$ cat src/logic/dpc_pkg.sv
// Shared constants of the digital path configuration bank.
// Assumes one clock domain and 32-bit AXI4-Lite register access.
package dpc_pkg;

   // Bus geometry and responses
   localparam int          ADDR_W      = 8;
   localparam int          DATA_W      = 32;
   localparam int          PAT_W       = 20;
   localparam logic [1:0]  RESP_OKAY   = 2'h0;
   localparam logic [1:0]  RESP_SLVERR = 2'h2;

   // Register indices; byte address is four times the index
   localparam logic [5:0]  IDX_PAT_LOW  = 6'h20;
   localparam logic [5:0]  IDX_PAT_MID  = 6'h21;
   localparam logic [5:0]  IDX_PAT_HIGH = 6'h22;
   localparam logic [5:0]  IDX_CTRL     = 6'h24;
   localparam logic [5:0]  IDX_DEC      = 6'h25;
   localparam logic [5:0]  IDX_NCO_A    = 6'h30;
   localparam logic [5:0]  IDX_NCO_B    = 6'h31;

   // Reset values
   localparam logic [7:0]  BYTE_RESET = 8'h00;
   localparam logic [31:0] NCO_RESET  = 32'h0000_0000;
   localparam logic [31:0] NCO_ZERO   = 32'h0000_0000;

   // Field positions of digital_path_control
   localparam int CTRL_AVG    = 5;
   localparam int CTRL_SEL_HI = 4;
   localparam int CTRL_SEL_LO = 3;
   localparam int CTRL_INCL   = 2;
   localparam int CTRL_DEC_EN = 1;

   // Field positions of decimation_config
   localparam int DEC_MUX_EN   = 7;
   localparam int DEC_RATIO_HI = 6;
   localparam int DEC_RATIO_LO = 4;
   localparam int DEC_REAL     = 3;
   localparam int DEC_PHASE    = 0;
   localparam int PAT_HIGH_W   = 4;

   // Downconverter input selector codes
   typedef enum logic [1:0] {
      SEL_DIRECT  = 2'b00,
      SEL_A_BOTH  = 2'b01,
      SEL_B_BOTH  = 2'b10,
      SEL_AVERAGE = 2'b11
   } dpc_sel_t;

   // Decimation ratio codes
   typedef enum logic [2:0] {
      RATIO_BYPASS = 3'b000,
      RATIO_2      = 3'b001,
      RATIO_4      = 3'b010,
      RATIO_8      = 3'b011,
      RATIO_16     = 3'b100,
      RATIO_32     = 3'b101
   } dpc_ratio_t;

   // Output resolution codes
   typedef enum logic [1:0] {
      RES_14 = 2'b00,
      RES_16 = 2'b01,
      RES_18 = 2'b10,
      RES_20 = 2'b11
   } dpc_res_t;

   // Frame patterns chosen by hardware in decimation bypass
   localparam logic [19:0] PAT_AUTO_14 = 20'hFE000;
   localparam logic [19:0] PAT_AUTO_16 = 20'hFF000;
   localparam logic [19:0] PAT_AUTO_18 = 20'hFF800;
   localparam logic [19:0] PAT_AUTO_20 = 20'hFFC00;

endpackage : dpc_pkg

$ cat src/logic/dpc_input_router.sv
// Converter-to-downconverter routing, channel averaging and path bypass.
// Assumes converter samples arrive on core_clk, signed two's complement.
`timescale 1ns/10ps
module dpc_input_router #(
   parameter int W = 14
) (
   // Clock and reset
   input  wire logic                core_clk,
   input  wire logic                rst_n,
   // Configuration levels
   input  wire logic                muxEnable,
   input  wire logic [1:0]          selCode,
   input  wire logic                avgEnable,
   input  wire logic                pathInclude,
   // Converter samples
   input  wire logic signed [W-1:0] adcA,
   input  wire logic signed [W-1:0] adcB,
   // Routed samples
   output logic signed [W-1:0]      ddcInA,
   output logic signed [W-1:0]      ddcInB
);

   logic signed [W:0]   sumAB;
   logic signed [W-1:0] avgOut;
   logic signed [W-1:0] selA;
   logic signed [W-1:0] selB;

   // Sum kept one bit wider so the halving never overflows
   assign sumAB  = W'(0) + {adcA[W-1], adcA} + {adcB[W-1], adcB};
   assign avgOut = avgEnable ? sumAB[W:1] : adcA;

   // Selector acts only with the mux enabled, else straight through
   always_comb begin
      selA = adcA;
      selB = adcB;
      if (muxEnable) begin
         unique case (dpc_pkg::dpc_sel_t'(selCode))
            dpc_pkg::SEL_DIRECT: begin
               selA = adcA;
               selB = adcB;
            end
            dpc_pkg::SEL_A_BOTH: begin
               selA = adcA;
               selB = adcA;
            end
            dpc_pkg::SEL_B_BOTH: begin
               selA = adcB;
               selB = adcB;
            end
            dpc_pkg::SEL_AVERAGE: begin
               selA = avgOut;
               selB = avgOut;
            end
         endcase
      end
   end

   // Bypass skips the feature path; both routes pass through the same single register stage
   always_ff @(posedge core_clk or negedge rst_n) begin
      if (!rst_n) begin
         ddcInA <= '0;
         ddcInB <= '0;
      end else begin
         ddcInA <= pathInclude ? selA : adcA;
         ddcInB <= pathInclude ? selB : adcB;
      end
   end
endmodule : dpc_input_router

$ cat src/logic/dpc_frame_pattern.sv
// Frame clock pattern choice: programmed value or automatic in bypass.
// Assumes the resolution code is a same-clock level.
`timescale 1ns/10ps
module dpc_frame_pattern (
   // Clock and reset
   input  wire logic        core_clk,
   input  wire logic        rst_n,
   // Selection
   input  wire logic [19:0] progPattern,
   input  wire logic        decBypass,
   input  wire logic [1:0]  resolution,
   // Pattern to the serializer
   output logic [19:0]      framePattern
);

   logic [19:0] autoPattern;

   // Hardware picks the pattern per resolution in bypass
   always_comb begin
      unique case (dpc_pkg::dpc_res_t'(resolution))
         dpc_pkg::RES_14: autoPattern = dpc_pkg::PAT_AUTO_14;
         dpc_pkg::RES_16: autoPattern = dpc_pkg::PAT_AUTO_16;
         dpc_pkg::RES_18: autoPattern = dpc_pkg::PAT_AUTO_18;
         dpc_pkg::RES_20: autoPattern = dpc_pkg::PAT_AUTO_20;
      endcase
   end

   // Registered so the serializer sees a clean level
   always_ff @(posedge core_clk or negedge rst_n) begin
      if (!rst_n) begin
         framePattern <= '0;
      end else begin
         framePattern <= decBypass ? autoPattern : progPattern;
      end
   end
endmodule : dpc_frame_pattern

$ cat src/logic/dpc_config_bank.sv
// Configuration bank of the digital feature path with AXI4-Lite access.
// Assumes converters, bus and downstream filters share core_clk.
`timescale 1ns/10ps

// Overview of operation
// - A 20-bit frame clock pattern in three byte registers sets duty cycle.
// - In decimation bypass hardware picks the pattern from output resolution.
// - Average enable makes the averaging block output (A+B)/2.
// - Selector 00 straight, 01 A to both, 10 B to both, 11 average.
// - Path include 0 routes around features; 1 passes through them.
// - One decimator enable bit turns both channels' filters on or off.
// - Selector takes effect only while the mux enable bit is set.
// - Three-bit ratio: 000 bypass, 001 to 101 decimate by 2 to 32.
// - Real-output bit 1 gives real decimation, 0 complex, both channels.
// - Phase-invert bit inverts the oscillator phase; 0 leaves it unchanged.
// - A 32-bit oscillator word per channel, forced to zero in real mode.
module dpc_config_bank #(
   parameter int ADC_W   = 14,
   parameter int PHASE_W = 16
) (
   // Clock and reset
   input  wire logic                    core_clk,
   input  wire logic                    rst_n,
   // AXI4-Lite write address and data
   input  wire logic                    s_axi_awvalid,
   output logic                         s_axi_awready,
   input  wire logic [7:0]              s_axi_awaddr,
   input  wire logic [2:0]              s_axi_awprot,
   input  wire logic                    s_axi_wvalid,
   output logic                         s_axi_wready,
   input  wire logic [31:0]             s_axi_wdata,
   input  wire logic [3:0]              s_axi_wstrb,
   // AXI4-Lite write response
   output logic                         s_axi_bvalid,
   input  wire logic                    s_axi_bready,
   output logic [1:0]                   s_axi_bresp,
   // AXI4-Lite read
   input  wire logic                    s_axi_arvalid,
   output logic                         s_axi_arready,
   input  wire logic [7:0]              s_axi_araddr,
   input  wire logic [2:0]              s_axi_arprot,
   output logic                         s_axi_rvalid,
   input  wire logic                    s_axi_rready,
   output logic [31:0]                  s_axi_rdata,
   output logic [1:0]                   s_axi_rresp,
   // Converter samples and downconverter inputs
   input  wire logic signed [ADC_W-1:0] adcA,
   input  wire logic signed [ADC_W-1:0] adcB,
   output logic signed [ADC_W-1:0]      ddcInA,
   output logic signed [ADC_W-1:0]      ddcInB,
   // Feature path controls
   output logic                         pathInclude,
   output logic                         decimatorEnable,
   output logic [2:0]                   decimationRatio,
   output logic                         decimationBypass,
   output logic                         realDecimation,
   // Oscillator
   output logic [31:0]                  ncoWordA,
   output logic [31:0]                  ncoWordB,
   input  wire logic [PHASE_W-1:0]      ncoPhaseIn,
   output logic [PHASE_W-1:0]           ncoPhaseOut,
   // Frame clock
   input  wire logic [1:0]              outputResolution,
   output logic [19:0]                  framePattern
);

   logic [7:0]  patLow_reg;
   logic [7:0]  patMid_reg;
   logic [7:0]  patHigh_reg;
   logic [7:0]  ctrl_reg;
   logic [7:0]  dec_reg;
   logic [31:0] ncoA_reg;
   logic [31:0] ncoB_reg;
   logic [5:0]  wrIdx;
   logic [5:0]  rdIdx;
   logic        wrTake;
   logic        rdTake;
   logic        wrHit;
   logic [31:0] rdData_next;
   logic        rdHit_next;
   logic [2:0]  ratioCode;
   logic        ratioLegal;

   // One write and one read at a time; no new take until the answer leaves
   assign s_axi_awready = s_axi_awvalid && s_axi_wvalid && !s_axi_bvalid;
   assign s_axi_wready  = s_axi_awready;
   assign s_axi_arready = !s_axi_rvalid;
   assign wrTake        = s_axi_awready;
   assign rdTake        = s_axi_arvalid && s_axi_arready;
   assign wrIdx         = s_axi_awaddr[7:2];
   assign rdIdx         = s_axi_araddr[7:2];

   // Address decode of writes
   always_comb begin
      unique case (wrIdx)
         dpc_pkg::IDX_PAT_LOW, dpc_pkg::IDX_PAT_MID, dpc_pkg::IDX_PAT_HIGH,
         dpc_pkg::IDX_CTRL, dpc_pkg::IDX_DEC,
         dpc_pkg::IDX_NCO_A, dpc_pkg::IDX_NCO_B: wrHit = 1'b1;
         default: wrHit = 1'b0;
      endcase
   end

   // Byte registers; reserved bits are stored like any other bit
   always_ff @(posedge core_clk or negedge rst_n) begin
      if (!rst_n) begin
         patLow_reg  <= dpc_pkg::BYTE_RESET;
         patMid_reg  <= dpc_pkg::BYTE_RESET;
         patHigh_reg <= dpc_pkg::BYTE_RESET;
         ctrl_reg    <= dpc_pkg::BYTE_RESET;
         dec_reg     <= dpc_pkg::BYTE_RESET;
      end else if (wrTake && s_axi_wstrb[0]) begin
         if (wrIdx == dpc_pkg::IDX_PAT_LOW) patLow_reg <= s_axi_wdata[7:0];
         if (wrIdx == dpc_pkg::IDX_PAT_MID) patMid_reg <= s_axi_wdata[7:0];
         if (wrIdx == dpc_pkg::IDX_PAT_HIGH) patHigh_reg <= s_axi_wdata[7:0];
         if (wrIdx == dpc_pkg::IDX_CTRL) ctrl_reg <= s_axi_wdata[7:0];
         if (wrIdx == dpc_pkg::IDX_DEC) dec_reg <= s_axi_wdata[7:0];
      end
   end

   // Oscillator words, byte lanes honoured
   always_ff @(posedge core_clk or negedge rst_n) begin
      if (!rst_n) begin
         ncoA_reg <= dpc_pkg::NCO_RESET;
         ncoB_reg <= dpc_pkg::NCO_RESET;
      end else if (wrTake) begin
         for (int i = 0; i < 4; i++) begin
            if (s_axi_wstrb[i] && wrIdx == dpc_pkg::IDX_NCO_A) begin
               ncoA_reg[8*i +: 8] <= s_axi_wdata[8*i +: 8];
            end
            if (s_axi_wstrb[i] && wrIdx == dpc_pkg::IDX_NCO_B) begin
               ncoB_reg[8*i +: 8] <= s_axi_wdata[8*i +: 8];
            end
         end
      end
   end

   // Write response, unmapped offsets answer SLVERR
   always_ff @(posedge core_clk or negedge rst_n) begin
      if (!rst_n) begin
         s_axi_bvalid <= 1'b0;
         s_axi_bresp  <= dpc_pkg::RESP_OKAY;
      end else if (wrTake) begin
         s_axi_bvalid <= 1'b1;
         s_axi_bresp  <= wrHit ? dpc_pkg::RESP_OKAY : dpc_pkg::RESP_SLVERR;
      end else if (s_axi_bready) begin
         s_axi_bvalid <= 1'b0;
      end
   end

   // Read mux; oscillator words read back as they are applied
   always_comb begin
      rdData_next = '0;
      rdHit_next  = 1'b1;
      unique case (rdIdx)
         dpc_pkg::IDX_PAT_LOW:  rdData_next[7:0] = patLow_reg;
         dpc_pkg::IDX_PAT_MID:  rdData_next[7:0] = patMid_reg;
         dpc_pkg::IDX_PAT_HIGH: rdData_next[7:0] = patHigh_reg;
         dpc_pkg::IDX_CTRL:     rdData_next[7:0] = ctrl_reg;
         dpc_pkg::IDX_DEC:      rdData_next[7:0] = dec_reg;
         dpc_pkg::IDX_NCO_A:    rdData_next      = ncoWordA;
         dpc_pkg::IDX_NCO_B:    rdData_next      = ncoWordB;
         default:               rdHit_next       = 1'b0;
      endcase
   end

   // Read answer held until the master takes it
   always_ff @(posedge core_clk or negedge rst_n) begin
      if (!rst_n) begin
         s_axi_rvalid <= 1'b0;
         s_axi_rdata  <= '0;
         s_axi_rresp  <= dpc_pkg::RESP_OKAY;
      end else if (rdTake) begin
         s_axi_rvalid <= 1'b1;
         s_axi_rdata  <= rdData_next;
         s_axi_rresp  <= rdHit_next ? dpc_pkg::RESP_OKAY
                                    : dpc_pkg::RESP_SLVERR;
      end else if (s_axi_rready) begin
         s_axi_rvalid <= 1'b0;
      end
   end

   // Ratio decode; unused codes fall back to bypass for safety
   assign ratioCode  = dec_reg[dpc_pkg::DEC_RATIO_HI:dpc_pkg::DEC_RATIO_LO];
   assign ratioLegal = ratioCode <= dpc_pkg::RATIO_32;

   // Control levels to the filters, registered
   always_ff @(posedge core_clk or negedge rst_n) begin
      if (!rst_n) begin
         pathInclude      <= 1'b0;
         decimatorEnable  <= 1'b0;
         decimationRatio  <= dpc_pkg::RATIO_BYPASS;
         decimationBypass <= 1'b1;
         realDecimation   <= 1'b0;
      end else begin
         pathInclude      <= ctrl_reg[dpc_pkg::CTRL_INCL];
         decimatorEnable  <= ctrl_reg[dpc_pkg::CTRL_DEC_EN];
         decimationRatio  <= ratioLegal ? ratioCode
                                        : dpc_pkg::RATIO_BYPASS;
         decimationBypass <= !ratioLegal
                             || ratioCode == dpc_pkg::RATIO_BYPASS;
         realDecimation   <= dec_reg[dpc_pkg::DEC_REAL];
      end
   end

   // Real mode saves power by zeroing the mixer word
   always_ff @(posedge core_clk or negedge rst_n) begin
      if (!rst_n) begin
         ncoWordA <= dpc_pkg::NCO_RESET;
         ncoWordB <= dpc_pkg::NCO_RESET;
      end else begin
         ncoWordA <= dec_reg[dpc_pkg::DEC_REAL] ? dpc_pkg::NCO_ZERO
                                                : ncoA_reg;
         ncoWordB <= dec_reg[dpc_pkg::DEC_REAL] ? dpc_pkg::NCO_ZERO
                                                : ncoB_reg;
      end
   end

   // Phase inversion is a plain bitwise complement
   always_ff @(posedge core_clk or negedge rst_n) begin
      if (!rst_n) begin
         ncoPhaseOut <= '0;
      end else begin
         ncoPhaseOut <= dec_reg[dpc_pkg::DEC_PHASE] ? ~ncoPhaseIn
                                                    : ncoPhaseIn;
      end
   end

   // Converter routing ahead of the downconverters
   dpc_input_router #(
      .W (ADC_W)
   ) u_router (
      .core_clk    (core_clk),
      .rst_n       (rst_n),
      .muxEnable   (dec_reg[dpc_pkg::DEC_MUX_EN]),
      .selCode     (ctrl_reg[dpc_pkg::CTRL_SEL_HI:dpc_pkg::CTRL_SEL_LO]),
      .avgEnable   (ctrl_reg[dpc_pkg::CTRL_AVG]),
      .pathInclude (ctrl_reg[dpc_pkg::CTRL_INCL]),
      .adcA        (adcA),
      .adcB        (adcB),
      .ddcInA      (ddcInA),
      .ddcInB      (ddcInB)
   );

   // Bypass also when the filters are off or the path is skipped
   dpc_frame_pattern u_frame (
      .core_clk     (core_clk),
      .rst_n        (rst_n),
      .progPattern  ({patHigh_reg[dpc_pkg::PAT_HIGH_W-1:0], patMid_reg,
                      patLow_reg}),
      .decBypass    (ratioCode == dpc_pkg::RATIO_BYPASS || !ratioLegal
                     || !ctrl_reg[dpc_pkg::CTRL_DEC_EN]
                     || !ctrl_reg[dpc_pkg::CTRL_INCL]),
      .resolution   (outputResolution),
      .framePattern (framePattern)
   );
endmodule : dpc_config_bank

$ cat config.mk
export PLATFORM = sky130hd
export DESIGN_NAME = dpc_config_bank
export DESIGN_NICKNAME = d
export VERILOG_FILES = /design/src/logic/dpc_pkg.sv /design/src/logic/dpc_input_router.sv /design/src/logic/dpc_frame_pattern.sv /design/src/logic/dpc_config_bank.sv
export SDC_FILE = /design/constraint.sdc
export NUM_CORES = 1
export LEC_CHECK = 0
export BUFFER_PORTS_ARGS = -buffer_cell sky130_fd_sc_hd__clkbuf_2
export CORE_ASPECT_RATIO = 0.6
export CORE_MARGIN = 2
export CORE_UTILIZATION = 24
export CTS_BUF_LIST = sky130_fd_sc_hd__clkbuf_8
export DETAILED_ROUTE_END_ITERATION = 10
export GPL_TIMING_DRIVEN = 0
export PLACE_DENSITY = 0.42
export SETUP_SLACK_MARGIN = 0.4
export SYNTH_ARGS = -nofsm -noshare
export SYNTH_HDL_FRONTEND = slang
export SYNTH_SLANG_ARGS = --single-unit
$ cat constraint.sdc
create_clock -name core_clk -period 2.18 [get_ports core_clk]
set_input_delay 0.327 -clock core_clk [delete_from_list [all_inputs] [get_ports core_clk]]
set_output_delay 0.327 -clock core_clk [all_outputs]
set_load 0.03 [all_outputs]
== Word level (Yosys, flattened, before mapping) ==
Cells that the tools add are included.

* Bits in registers: 277
* Bits of input ports: 111
* Output and inout port bits: 176
* Word-level logic and storage cells: 117

* $add $sub $neg: 1
* Magnitude comparators: 1
* Equal/unequal tests: 20
* Multiplexer cells: 23
* Bitwise gates (word level): 1
* Reductions and logical operators: 42

{| class="wikitable"
|+ Operator list
! cell !! count
|-
| == test 6 bit, second input constant || 14
|-
| case mux 14 bit (3 select lines) || 2
|-
| case mux 20 bit (4 select lines) || 1
|-
| two-way mux 14 bit || 5
|-
| two-way mux 32 bit || 2
|-
| case mux 8 bit (7 select lines) || 1
|-
| case mux 24 bit (2 select lines) || 1
|-
| AND reduction 2 bit || 13
|-
| two-way mux 20 bit || 1
|-
| two-way mux 16 bit || 1
|-
| NOT 16 bit || 1
|-
| adder 14 x 14 -> 15 bit || 1
|-
| OR reduction 7 bit || 2
|-
| logical AND 1 bit || 12
|-
| == test 2 bit, second input constant || 4
|-
| two-way mux 1 bit || 6
|-
| zero test 1 bit || 5
|-
| == test 2 x 1 -> 1 bit, second input constant || 2
|-
| zero test 2 bit || 2
|-
| two-way mux 2 bit || 2
|-
| nonzero test 2 bit || 2
|-
| OR reduction 2 bit || 2
|-
| <= comparator 3 bit, second input constant || 1
|-
| zero test 3 bit || 1
|-
| other kinds (2) || 4
|}

== Longest topological paths before layout ==
Gate-level depths: netlist of the first run.

* Depth in word-level cells: 6
* Mapped depth: 8
* Gate-level depth less buffers: 8

== Hierarchy ==
From an unflattened synthesis of the first run, not the netlist that was laid out.

* Cells, all modules: 933
* Area, all modules: 11,678.7 um^2

{| class="wikitable"
|+ Modules (own cells, without submodules)
! module !! instances !! cells an instance !! area an instance (um^2) !! sequential area each (um^2)
|-
| dpc_config_bank || 1 || 644 || 8,991.1 || 5,681.7
|-
| dpc_input_router || 1 || 243 || 2,019.4 || 700.7
|-
| dpc_frame_pattern || 1 || 46 || 668.1 || 500.5
|}

== Least setup slack after synthesis of the first run ==
OpenSTA, ideal clock, no wires.

* Path type: reg2reg
* Start: register s_axi_bvalid
* End: register ncoB_reg[27]
* Library setup time: 128 ps
* Arrival: 2,009 ps
* Data required time: 2,052 ps
* Slack: 43 ps
* Cell stages (with the launch flop): 5
* Buffers on the path: 1
* Clock period less this slack: 2,137 ps
* Cell sequence: dfrtp_1 -> and3b_1 -> clkbuf_1 -> nand3_1 -> mux2_1

* Cells in the longest elaborated chain, start to end: 3

{| class="wikitable"
|+ Ends and longest elaborated chain
! item !! RTL line !! source
|-
| start, declared || dpc_config_bank.sv:34 || <nowiki>output logic s_axi_bvalid,</nowiki>
|-
| start signal, assigned || dpc_config_bank.sv:140 || <nowiki>s_axi_bvalid <= 1'b0;</nowiki>
|-
| start signal, assigned || dpc_config_bank.sv:143 || <nowiki>s_axi_bvalid <= 1'b1;</nowiki>
|-
| start signal, assigned || dpc_config_bank.sv:146 || <nowiki>s_axi_bvalid <= 1'b0;</nowiki>
|-
| zero test 1 bit || dpc_config_bank.sv:85 || <nowiki>assign s_axi_awready = s_axi_awvalid && s_axi_wvalid && !s_axi_bvalid;</nowiki>
|-
| logical AND 1 bit || dpc_config_bank.sv:85 ||
|-
| named net s_axi_awready || dpc_config_bank.sv:26 || <nowiki>output logic s_axi_awready,</nowiki>
|-
| AND reduction 2 bit (no source line) || n/a ||
|-
| end signal, assigned || dpc_config_bank.sv:124 || <nowiki>ncoB_reg <= dpc_pkg::NCO_RESET;</nowiki>
|-
| end signal, assigned by index || dpc_config_bank.sv:131 || <nowiki>ncoB_reg[8*i +: 8] <= s_axi_wdata[8*i +: 8];</nowiki>
|-
| end, declared || dpc_config_bank.sv:73 || <nowiki>logic [31:0] ncoB_reg;</nowiki>
|}

The timed path passes the listed nets, and every way through them passes these cells.
A chain may end at the register's enable or synchronous reset.

== Final worst setup path of the first run ==
* Start: register s_axi_bvalid
* End: register ctrl_reg[7]

* Cells in the longest elaborated chain, start to end: 4

{| class="wikitable"
|+ Ends and longest elaborated chain
! item !! RTL line !! source
|-
| zero test 1 bit || dpc_config_bank.sv:85 ||
|-
| logical AND 1 bit || dpc_config_bank.sv:85 ||
|-
| logical AND 1 bit || dpc_config_bank.sv:111 || <nowiki>end else if (wrTake && s_axi_wstrb[0]) begin</nowiki>
|-
| AND reduction 2 bit (no source line) || n/a ||
|-
| end signal, assigned || dpc_config_bank.sv:109 || <nowiki>ctrl_reg <= dpc_pkg::BYTE_RESET;</nowiki>
|-
| end signal, assigned || dpc_config_bank.sv:115 || <nowiki>if (wrIdx == dpc_pkg::IDX_CTRL) ctrl_reg <= s_axi_wdata[7:0];</nowiki>
|-
| end, declared || dpc_config_bank.sv:70 || <nowiki>logic [7:0] ctrl_reg;</nowiki>
|}

No other way between the ends.

==> out/summary.txt, run 1 <==
Global-route wire length before repair: 57500 um
Root Buffer: clkbuf_8
Post-Route WL: 38200 um
Period minus WS final: 1.97 ns
Core ar.: 46700 sq um
CTS Buf Count: 46
HP Start: adcB[2]
Hold EP: u_router.ddcInB[2]
Total I/O pin count: 287
Rel. slew slack: 42.1%
CP Data Arrival Time: 2.44 ns
CTS sink count: 275
Seq/Total Area, Yosys: 60.1%
Max-cap violations: 0
Clock transition at path regs: 0.07 ns
Total congestion overflow: 0
EDFF count, synth: 0
Crit share post-route: 90.2%
Pleak: 8.01 nW
Total power: 11.6 mW
Post-synthesis average cell area: 12.3 sq um
Reg-to-Reg End: ctrl_reg[7]
Initial antenna violation count: 1
Worst-Skew Late Latency: 0.60 ns
Largest net degree at the start of global routing: 107
#FFs+latches synth: 275
DRC Markers: 0
Reg power frac: 46.7%
RSZ-0062 raised after global routing: true
Final Net Count: 1456
IO Port Bufs: 271
Max Freq: 509 MHz
Comb pwr share: 12.7%
DP HPWL: 28000 um
CP max FO: 8
R2r setup slk: 0.21 ns
Clock skew: 0.0264 ns
Most frequent cells in the layout: clkbuf_2 (280), dfrtp_1 (272), nor2b_1 (71), mux2_2 (65), dlygate4sd3_1 (60)
Most common cell after layout, fill and taps aside: clkbuf_2
Reg-to-reg critical path startpoint: s_axi_bvalid
Worst Hold Class: input port to flip-flop
Syn Inst Count: 928
Maximum vdd drop: 0.347 mV
YS warnings: 0
Initial core utilization: 24.5%
Synth cell types: 59
Setup TNS Final: 0 ns
Pre-antenna DRT Iters: 5
Final Slew Violations: 0
Starting DRT DRC Count: 544
Filler instances: 4822
Req. time, crit path: 2.66 ns
CTS tree: done
WL/cell: 19.2 um
Die Y: 173 um
Via Count: 8785
Most used DFF post-synth: dfrtp_1
Area delta synth->final: 39.4%
Row count: 61
H-tree levels: 2
Ys async rst share: 100%
Measured slew at the worst slew-check pin: 0.868 ns
# setup viols final: 0
Via density: 4.41
Die area: 49600 sq um
Routability Congestion: 0.822
Gr usage total: 15.2%
Pwr Density: 724 nW/um^2
Psw: 3.22 mW
Worst setup EP type: flip-flop
Net Sw Frac: 27.9%
Final ANT Viol Nets: 0
Final hold slack: 0.0277 ns
Chip width: 286 um
Worst r2r path cells: 7
Vias in the first global route: 9052
WHS Path Cells: 3
Syn Std Cell Area: 11500 sq um
Outcome: finished, final reports clean
Startpoint type of the worst setup path: flip-flop
Total internal power: 8.33 mW
Max clock buf depth: 3
Clock Power Share: 40.5%
Crit Path Class: flip-flop to flip-flop
Share of layout cells above drive strength 1: 40.3%
Final hold violations: 0
[through the flow]
| step | util, % | instance area [sq um] | std cells | worst slack [ns] |
|---|---|---|---|---|
| 2_1_floorplan | - | 11600 | 929 | 0.148 |
| 3_3_place_gp | 29.4 | 13700 | 1830 | -6.01 |
| 3_5_place_dp | 29.5 | 13800 | 1832 | -0.708 |
| 4_1_cts | 33.4 | 15600 | 1981 | 0.163 |
| 5_1_grt | 34.2 | 16000 | 1993 | 0.164 |
| 6_report | 34.2 | 16000 | 1993 | 0.214 |
[synthesized netlist by cell type, drive strengths merged (2+ instances only)]
| library cell | n | share of area (%) |
|---|---|---|
| buf | 17 | 0.76 |
| xor2 | 17 | 1.3 |
| a2bb2oi | 2 | 0.15 |
| a211oi | 2 | 0.13 |
| nor2 | 48 | 1.6 |
| nand4 | 2 | 0.11 |
| dfrtp | 274 | 60 |
| nand2b | 3 | 0.19 |
| mux2 | 106 | 10 |
| o21ai | 28 | 1.2 |
| a2111oi | 2 | 0.15 |
| inv | 7 | 0.23 |
| a21boi | 2 | 0.13 |
| a21o | 14 | 0.92 |
| nor3 | 13 | 0.75 |
| o31ai | 24 | 1.6 |
| o22ai | 2 | 0.11 |
| nor3b | 6 | 0.49 |
| clkbuf | 27 | 0.88 |
| a22oi | 18 | 1.2 |
| xnor2 | 7 | 0.54 |
| and3 | 9 | 0.49 |
| or3 | 8 | 0.44 |
| mux2i | 38 | 3.3 |
| nor2b | 72 | 3.9 |
| a221oi | 3 | 0.23 |
| ha | 13 | 1.4 |
| o21a | 2 | 0.13 |
| and2 | 12 | 0.66 |
| nand2 | 64 | 2.1 |
| a21oi | 44 | 1.9 |
| a31oi | 15 | 0.82 |
| nand3 | 10 | 0.44 |
[worst max path at each step]
stage | start | to | depth (start not counted)
4_1_cts | s_axi_bvalid | ctrl_reg[5] | 7
6_report | s_axi_bvalid | ctrl_reg[7] | 7
3_3_place_gp | rst_n | s_axi_bvalid | 1
3_5_place_dp | adcA[0] | u_router.ddcInB[13] | 9
5_1_grt | s_axi_bvalid | ctrl_reg[7] | 7
2_1_floorplan | adcA[0] | u_router.ddcInA[13] | 8
[metal layers]
metal,track usage [%],share of wire (%)
met5,0,0
met1,22.5,50
met2,22.1,43
met3,3.84,5.7
met4,3.01,1.5
[kinds of logic (layout without fill, tap and decap cells)]
| family | Yosys count | count (layout) | synth area share, % |
|---|---|---|---|
| buffers and inverters | 52 | 485 | 1.91 |
| and+or+nand+nor | 251 | 251 | 11.5 |
| DFF | 275 | 275 | 60.1 |
| AOI/OAI and AO/OA | 167 | 167 | 9.35 |
| xor gates and xnor gates | 24 | 24 | 1.83 |
| adders and majority gates | 14 | 14 | 1.59 |
| other | 1 | 3 | 0.0327 |
| muxes | 144 | 144 | 13.7 |
[what timing repair did]
action / in CTS / in global routing
endpoints found under the hold margin: 175 / 3
hold buffers: 57 / 3
setup endpoints to repair: 166 / 162
resized for setup: 51 / 93
pin swaps: 11 / 15
setup buffers: 13 / 8
[power groups by stage]
| stage | registers (mW) | clock network (mW) | logic, mW |
|---|---|---|---|
| 2_1_floorplan | 5.70 | 0 | 0.487 |
| 3_3_place_gp | 5.49 | 0 | 1.28 |
| 3_5_place_dp | 5.49 | 0 | 1.30 |
| 4_1_cts | 5.40 | 4.90 | 1.43 |
| 5_1_grt | 5.42 | 5.13 | 1.60 |
| 6_report | 5.40 | 4.68 | 1.47 |
[worst max-delay path, stage by stage (launching register included)]
cell and delay, ns:
dfrtp_2 0.39, and3b_2 0.30, nand2_4 0.10, nor3_4 0.25, nand2b_4 0.10, nor3b_4 0.21
buf_12 0.17, mux2_2 0.33
[final cells by class]
type | count | area (sq um) | share of cell area (%)
flip-flops and latches | 275 | 6890 | 43.1
multi-input cells | 602 | 4800 | 30.0
repair buffers | 354 | 2270 | 14.2
well taps | 630 | 788 | 4.94
clock buffers | 57 | 785 | 4.91
plain buffers | 44 | 265 | 1.66
clock inverters | 22 | 140 | 0.878
inverters | 8 | 35.0 | 0.219
diodes | 1 | 2.50 | 0.0157
Note: power is estimated with default switching activity, not from simulation.
==> run 2, diff against run 1 <==
Settings changed: CELL_PAD_IN_SITES_DETAIL_PLACEMENT set to 1, CELL_PAD_IN_SITES_GLOBAL_PLACEMENT set to 1, PLACE_DENSITY 0.42 to 0.51.
==> run 2 against run 1 <==
Net effect: the flow now finishes with violations (negative hold slack); utilization fell by 0.49 points; sequential share of layout area rose by 0.63 points; sequential power barely moved; maximum frequency fell by 1.4%; critical path depth did not move; total power fell by 2.3%; via count rose by 0.48%; sequential cell count did not move; final cell count fell by 0.45%; worst hold slack got worse by 0.19 ns; clock skew barely moved; highest routed layer unchanged.
==> out/summary.txt, run 2 (synthesized netlist as in run 1, its figures left out) <==
Outcome: complete, but fails checks
Violated checks: negative hold slack
Most frequent cells in the layout: clkbuf_2 (282), dfrtp_1 (272), mux2_2 (72), nor2b_1 (71), nand2_1 (59)
Setup TNS Final: 0 ns
Pleak: 7.94 nW
Reg power frac: 47.8%
DRC Markers: 0
Startpoint type of the worst setup path: flip-flop
Initial antenna violation count: 2
Period minus WS final: 1.99 ns
DP HPWL: 29100 um
Pwr Density: 717 nW/um^2
Total I/O pin count: 287
Max clock buf depth: 3
Clock Power Share: 39.2%
Worst Hold Class: input port to async pin
Measured slew at the worst slew-check pin: 0.880 ns
Starting DRT DRC Count: 480
Post-Route WL: 40000 um
Chip width: 286 um
CP Data Arrival Time: 2.45 ns
# setup viols final: 0
Final hold slack: -0.164 ns
Clock transition at path regs: 0.07 ns
Net Sw Frac: 28.5%
Gr usage total: 16.1%
Core ar.: 46700 sq um
Worst setup EP type: flip-flop
Total congestion overflow: 0
Vias in the first global route: 9404
Final ANT Viol Nets: 0
Clock skew: 0.0259 ns
RSZ-0062 raised after global routing: true
CP max FO: 8
Routability Congestion: 0.793
Pre-antenna DRT Iters: 4
Final Cell Area: 15700 sq um
Most common cell after layout, fill and taps aside: clkbuf_2
Largest net degree at the start of global routing: 102
Initial core utilization: 24.5%
Crit share post-route: 91.5%
CTS tree: done
Worst-Skew Late Latency: 0.59 ns
Worst r2r path cells: 7
Total internal power: 8.07 mW
Total power: 11.3 mW
Psw: 3.22 mW
IO Port Bufs: 271
Global-route wire length before repair: 60700 um
Max-cap violations: 0
Final Slew Violations: 0
Post-Place Cell Area: 13800 sq um
Final hold violations: 98
Root Buffer: clkbuf_8
CTS Buf Count: 45
# hold bufs at CTS: 54
Req. time, crit path: 2.63 ns
Rel. slew slack: 41.4%
Max Freq: 501 MHz
CTS sink count: 275
Final Net Count: 1447
Die area: 49600 sq um
WL/cell: 20.1 um
Share of layout cells above drive strength 1: 39.4%
Die Y: 173 um
Via Count: 8827
Row count: 61
Area delta synth->final: 37.4%
Maximum vdd drop: 0.397 mV
H-tree levels: 2
Crit Path Class: flip-flop to flip-flop
Via density: 4.45
Comb pwr share: 13.0%
==> run 2: changes by cell type in the layout (fill, tap and decap cells not counted), sizes merged <==
cell / change
inv: +7
buf: -6
clkinv: -6
dlygate4sd3: -6
bufinv: -1
clkbuf: +1
clkinvlp: +1
diode: +1
==> run 2: per-stage QoR <==
step / cells / util (%) / setup slack, ns
floorplan: 929 / - / 0.148
global placement: 1830 / 29.4 / -6.09
detailed placement: 1832 / 29.5 / -0.474
CTS: 1977 / 33.3 / 0.165
global route: 1984 / 33.7 / 0.130
finish: 1984 / 33.7 / 0.185
==> run 2: power groups by stage <==
stage	combinational [mW]	clock, mW	sequential (mW)
finish	1.46	4.43	5.39
global route	1.59	4.87	5.41
CTS	1.45	4.63	5.39
detailed placement	1.32	0	5.49
global placement	1.29	0	5.49
floorplan	0.487	0	5.70
==> run 2: layout make-up <==
class | count | area (sq um)
fillers | 5271 | 31000
plain buffers | 44 | 264
inverters | 8 | 37.5
well taps | 630 | 788
diodes | 2 | 5.00
repair buffers | 346 | 2180
flip-flops and latches | 275 | 6890
clock inverters | 23 | 105
multi-input cells | 602 | 4730
clock buffers | 54 | 743
==> run 2: final timing paths <==
path,start,end,slack (ns)
worst max-delay path,s_axi_bvalid,ctrl_reg[6],0.19
worst min-delay path,rst_n,u_frame.framePattern[16],-0.16
worst max register to register,s_axi_bvalid,ctrl_reg[6],0.19
worst min register to register,dec_reg[3],realDecimation,0.43
max in group asynchronous,rst_n,ncoWordA[15],0.92
min in group core_clk,adcA[2],u_router.ddcInA[2],0.03
==> run 2: what timing repair did <==
item | in CTS | in global routing
pin swaps | 10 | 5
setup endpoints to repair | 158 | 168
setup buffers | 14 | 5
hold endpoints to repair | 175 | 98
resized for setup | 69 | 48
==> run 2: metal layers <==
metal	global-route usage [%]	vias to the layer above	routed length [um]
li1	-	4048	-
met5	0	-	0
met1	24.1	4548	20500
met3	3.92	43	2050
met4	3.08	0	638
met2	23.3	188	16800
==> run 2: critical path: stages, from the launching register on <==
cell	delay (ns)
dfrtp_2	0.40
and3b_2	0.30
nand2_4	0.09
nor3_4	0.27
nand2b_4	0.11
nor3b_4	0.22
buf_12	0.18
mux2_4	0.30
==> run 3, diff against run 2 <==
Settings changed: ABC_AREA set to 1, BUFFER_PORTS_ARGS -buffer_cell sky130_fd_sc_hd__clkbuf_2 to not set, CORE_UTILIZATION 24 to 40, DONT_BUFFER_PORTS set to 1, PLACE_DENSITY 0.51 to 0.69.
==> run 3 against run 2 <==
Net effect: the flow still finishes with violations (negative hold slack); critical path depth rose by 3; highest routed layer unchanged; first-iteration DRC count rose by 16%; non-clock buffer count fell by 249; sequential share of layout area rose by 3.2 points; global-route usage rose by 8.9 points; via count rose by 11%; critical endpoint is now patMid_reg[0]; synthesized area rose by 4.3%; combinational power fell by 40%; count of clock-buffer cells in the layout rose by 2; total power fell by 1.7%; largest cell class unchanged; final cell count fell by 3.0%.
==> out/summary.txt, run 3 <==
Outcome: complete, but fails checks
Violated checks: negative hold slack
Core Util, Final: 50.4%
Global-route wire length before repair: 58700 um
RSZ-0062 raised after global routing: true
DP HPWL: 27400 um
Starting DRT DRC Count: 558
Final Slew Violations: 0
CTS sink count: 275
Rel. slew slack: 50.0%
Clock transition at path regs: 0.07 ns
Area delta synth->final: 22.6%
Most instantiated cells after synthesis: nand2_1 (318), dfrtp_1 (274), inv_1 (237), nor2_1 (108), o21ai_1 (76)
Most common cell after layout, fill and taps aside: nand2_1
Share of layout cells above drive strength 1: 14.1%
IO Port Bufs: 0
Final Net Count: 1619
Largest net degree at the start of global routing: 276
YS warnings: 0
CTS Buf Count: 44
Synth cell types: 39
Worst Hold Class: input port to async pin
Max-cap violations: 0
Cell with the most instances after synthesis: nand2_1
Area fraction of the dominant cell type after synthesis: 57.4%
Initial core utilization: 41.1%
Filler instances: 3408
Total power: 11.1 mW
Syn Inst Count: 1354
#FFs+latches synth: 275
Cell Chain, Critical Path: inv_2, nand3_4, buf_4, buf_8, nor2_4, buf_12, buf_6, nand2_4, buf_6, o21ai_0
Vias in the first global route: 10100
Period minus WS final: 2.01 ns
Sequential cell area: 6890 sq um
Crit share post-route: 92.2%
Critical Path Slowest Stage Cell: dfrtp_2
Seq/Total Area, Yosys: 57.6%
Pwr Density: 757 nW/um^2
Crit Path Class: flip-flop to flip-flop
Synth top area cells: dfrtp_1 (57%), nand2_1 (10%), inv_1 (7.4%)
Root Buffer: clkbuf_8
Largest stage delay on the critical path: 0.49 ns
Total congestion overflow: 0
Pre-antenna DRT Iters: 7
Multi-input gate area: 4090 sq um
Core ar.: 29100 sq um
Req. time, crit path: 2.64 ns
Reg-to-reg critical path startpoint: s_axi_bvalid
Post-Route WL: 39700 um
H-tree levels: 2
Gr usage total: 25.0%
Pleak: 7.38 nW
CP Data Arrival Time: 2.47 ns
Routability Congestion: 0.849
Reg-to-Reg End: patMid_reg[0]
Die area: 31300 sq um
Buf+Inv Stages, Crit Path: 6
Startpoint type of the worst setup path: flip-flop
CTS tree: done
Maximum vdd drop: 0.460 mV
Initial antenna violation count: 1
CP max FO: 8
# hold bufs at CTS: 70
Row count: 48
Max clock buf depth: 3
R2r setup slk: 0.17 ns
Worst r2r path cells: 10
Worst setup EP type: flip-flop
Cell mode on critical path: buf_6
Total I/O pin count: 287
Syn Std Cell Area: 12000 sq um
# setup viols final: 0
Via density: 5.09
Post-synthesis average cell area: 8.83 sq um
Slack of the critical path: 0.170 ns
Worst-Skew Late Latency: 0.58 ns
Worst slack, placed: -0.126 ns
Measured slew at the worst slew-check pin: 0.745 ns
Setup TNS Final: 0 ns
Post-Place Cell Area: 12500 sq um
Final ANT Viol Nets: 0
EDFF count, synth: 0
DRC Markers: 0
Leading area contributor after synthesis: dfrtp_1
Via Count: 9803
Final hold violations: 275
Most used DFF post-synth: dfrtp_1
Final Cell Area: 14600 sq um
Most frequent cells in the layout: nand2_1 (306), dfrtp_1 (272), inv_1 (244), nor2_1 (104), o21ai_1 (73)
Family with the most delay on the worst path: buffers and inverters
Chip width: 227 um
Final hold slack: -0.544 ns
Ys async rst share: 100%
Clock skew: 0.0298 ns
WL/cell: 20.6 um
Die Y: 138 um
Max Freq: 498 MHz
==> run 3: cell count changes after synthesis, sizes merged, moves of 15 or more <==
cell   delta
a21oi    -21
mux2i    -38
o21ai   +135
nand3    +32
nand2   +263
buf      +15
mux2    -106
nor2b    -72
o31ai    -24
inv     +233
nor2     +72
==> run 3: cell families after synthesis <==
kind of cell	share of synthesized area (%)
AND/OR/NAND/NOR	18.6
buffers and inverters	9.78
flip-flops	57.6
AO/OA/AOI/OAI	11.1
XOR/XNOR	1.39
adder cells (fa/ha/maj)	1.53
other	0.0314
==> run 3: final cells by class <==
class	count	area share [%]
flip-flops and latches	275	47.0
multi-input cells	792	27.9
repair buffers	93	6.94
inverters	240	6.20
clock buffers	56	5.26
well taps	400	3.42
plain buffers	48	2.49
clock inverters	20	0.786
diodes	1	0.0171
==> run 3: worst register-to-register path, cell delays in order, from the launching register on <==
cell     delay (ns)
dfrtp_2        0.49
inv_2          0.12
nand3_4        0.09
buf_4          0.15
buf_8          0.13
nor2_4         0.17
buf_12         0.17
buf_6          0.11
nand2_4        0.10
buf_6          0.18
o21ai_0        0.20
==> run 3: worst max-delay path by stage <==
stage / slack, ns / to / start / depth (start not counted)
2_1_floorplan: 0.55 / u_router.ddcInA[11] / adcA[1] / 12
3_3_place_gp: -0.11 / s_axi_rvalid / s_axi_rvalid / 5
3_5_place_dp: -0.13 / s_axi_rvalid / s_axi_rvalid / 5
4_1_cts: 0.19 / s_axi_wready / s_axi_bvalid / 4
5_1_grt: 0.14 / patMid_reg[0] / s_axi_bvalid / 10
6_report: 0.17 / patMid_reg[0] / s_axi_bvalid / 10
==> run 3: timing repair <==
| action | in CTS | in global routing |
|---|---|---|
| pin swaps | 2 | 2 |
| gates cloned | 0 | 5 |
| buffers inserted | 1 | 17 |
| resized for setup | 24 | 100 |
| setup endpoints to repair | 114 | 136 |
| endpoints found under the hold margin | 370 | 275 |
==> run 3: through the flow <==
stage / cells / hold slack (ns)
final: 1925 / -0.544
after global routing: 1925 / -0.588
after CTS: 1902 / -0.594
after detailed placement: 1755 / 0.0378
after global placement: 1755 / 0.0377
after floorplan: 1355 / 0.0314
==> run 3: layer usage <==
layer | part of all wire, % | GRT usage [%] | vias to the layer above
li1 | - | - | 4511
met1 | 47 | 36.0 | 4942
met2 | 44 | 37.7 | 288
met3 | 6.2 | 5.61 | 62
met4 | 2.6 | 7.55 | 0
met5 | 0 | 0 | -
==> run 3: report_power, final <==
part / internal (mW) / leakage (nW) / switching [mW]
registers: 5.29 / 3.66 / 0.370
clock network: 2.42 / 0.507 / 2.13
logic: 0.326 / 3.21 / 0.547
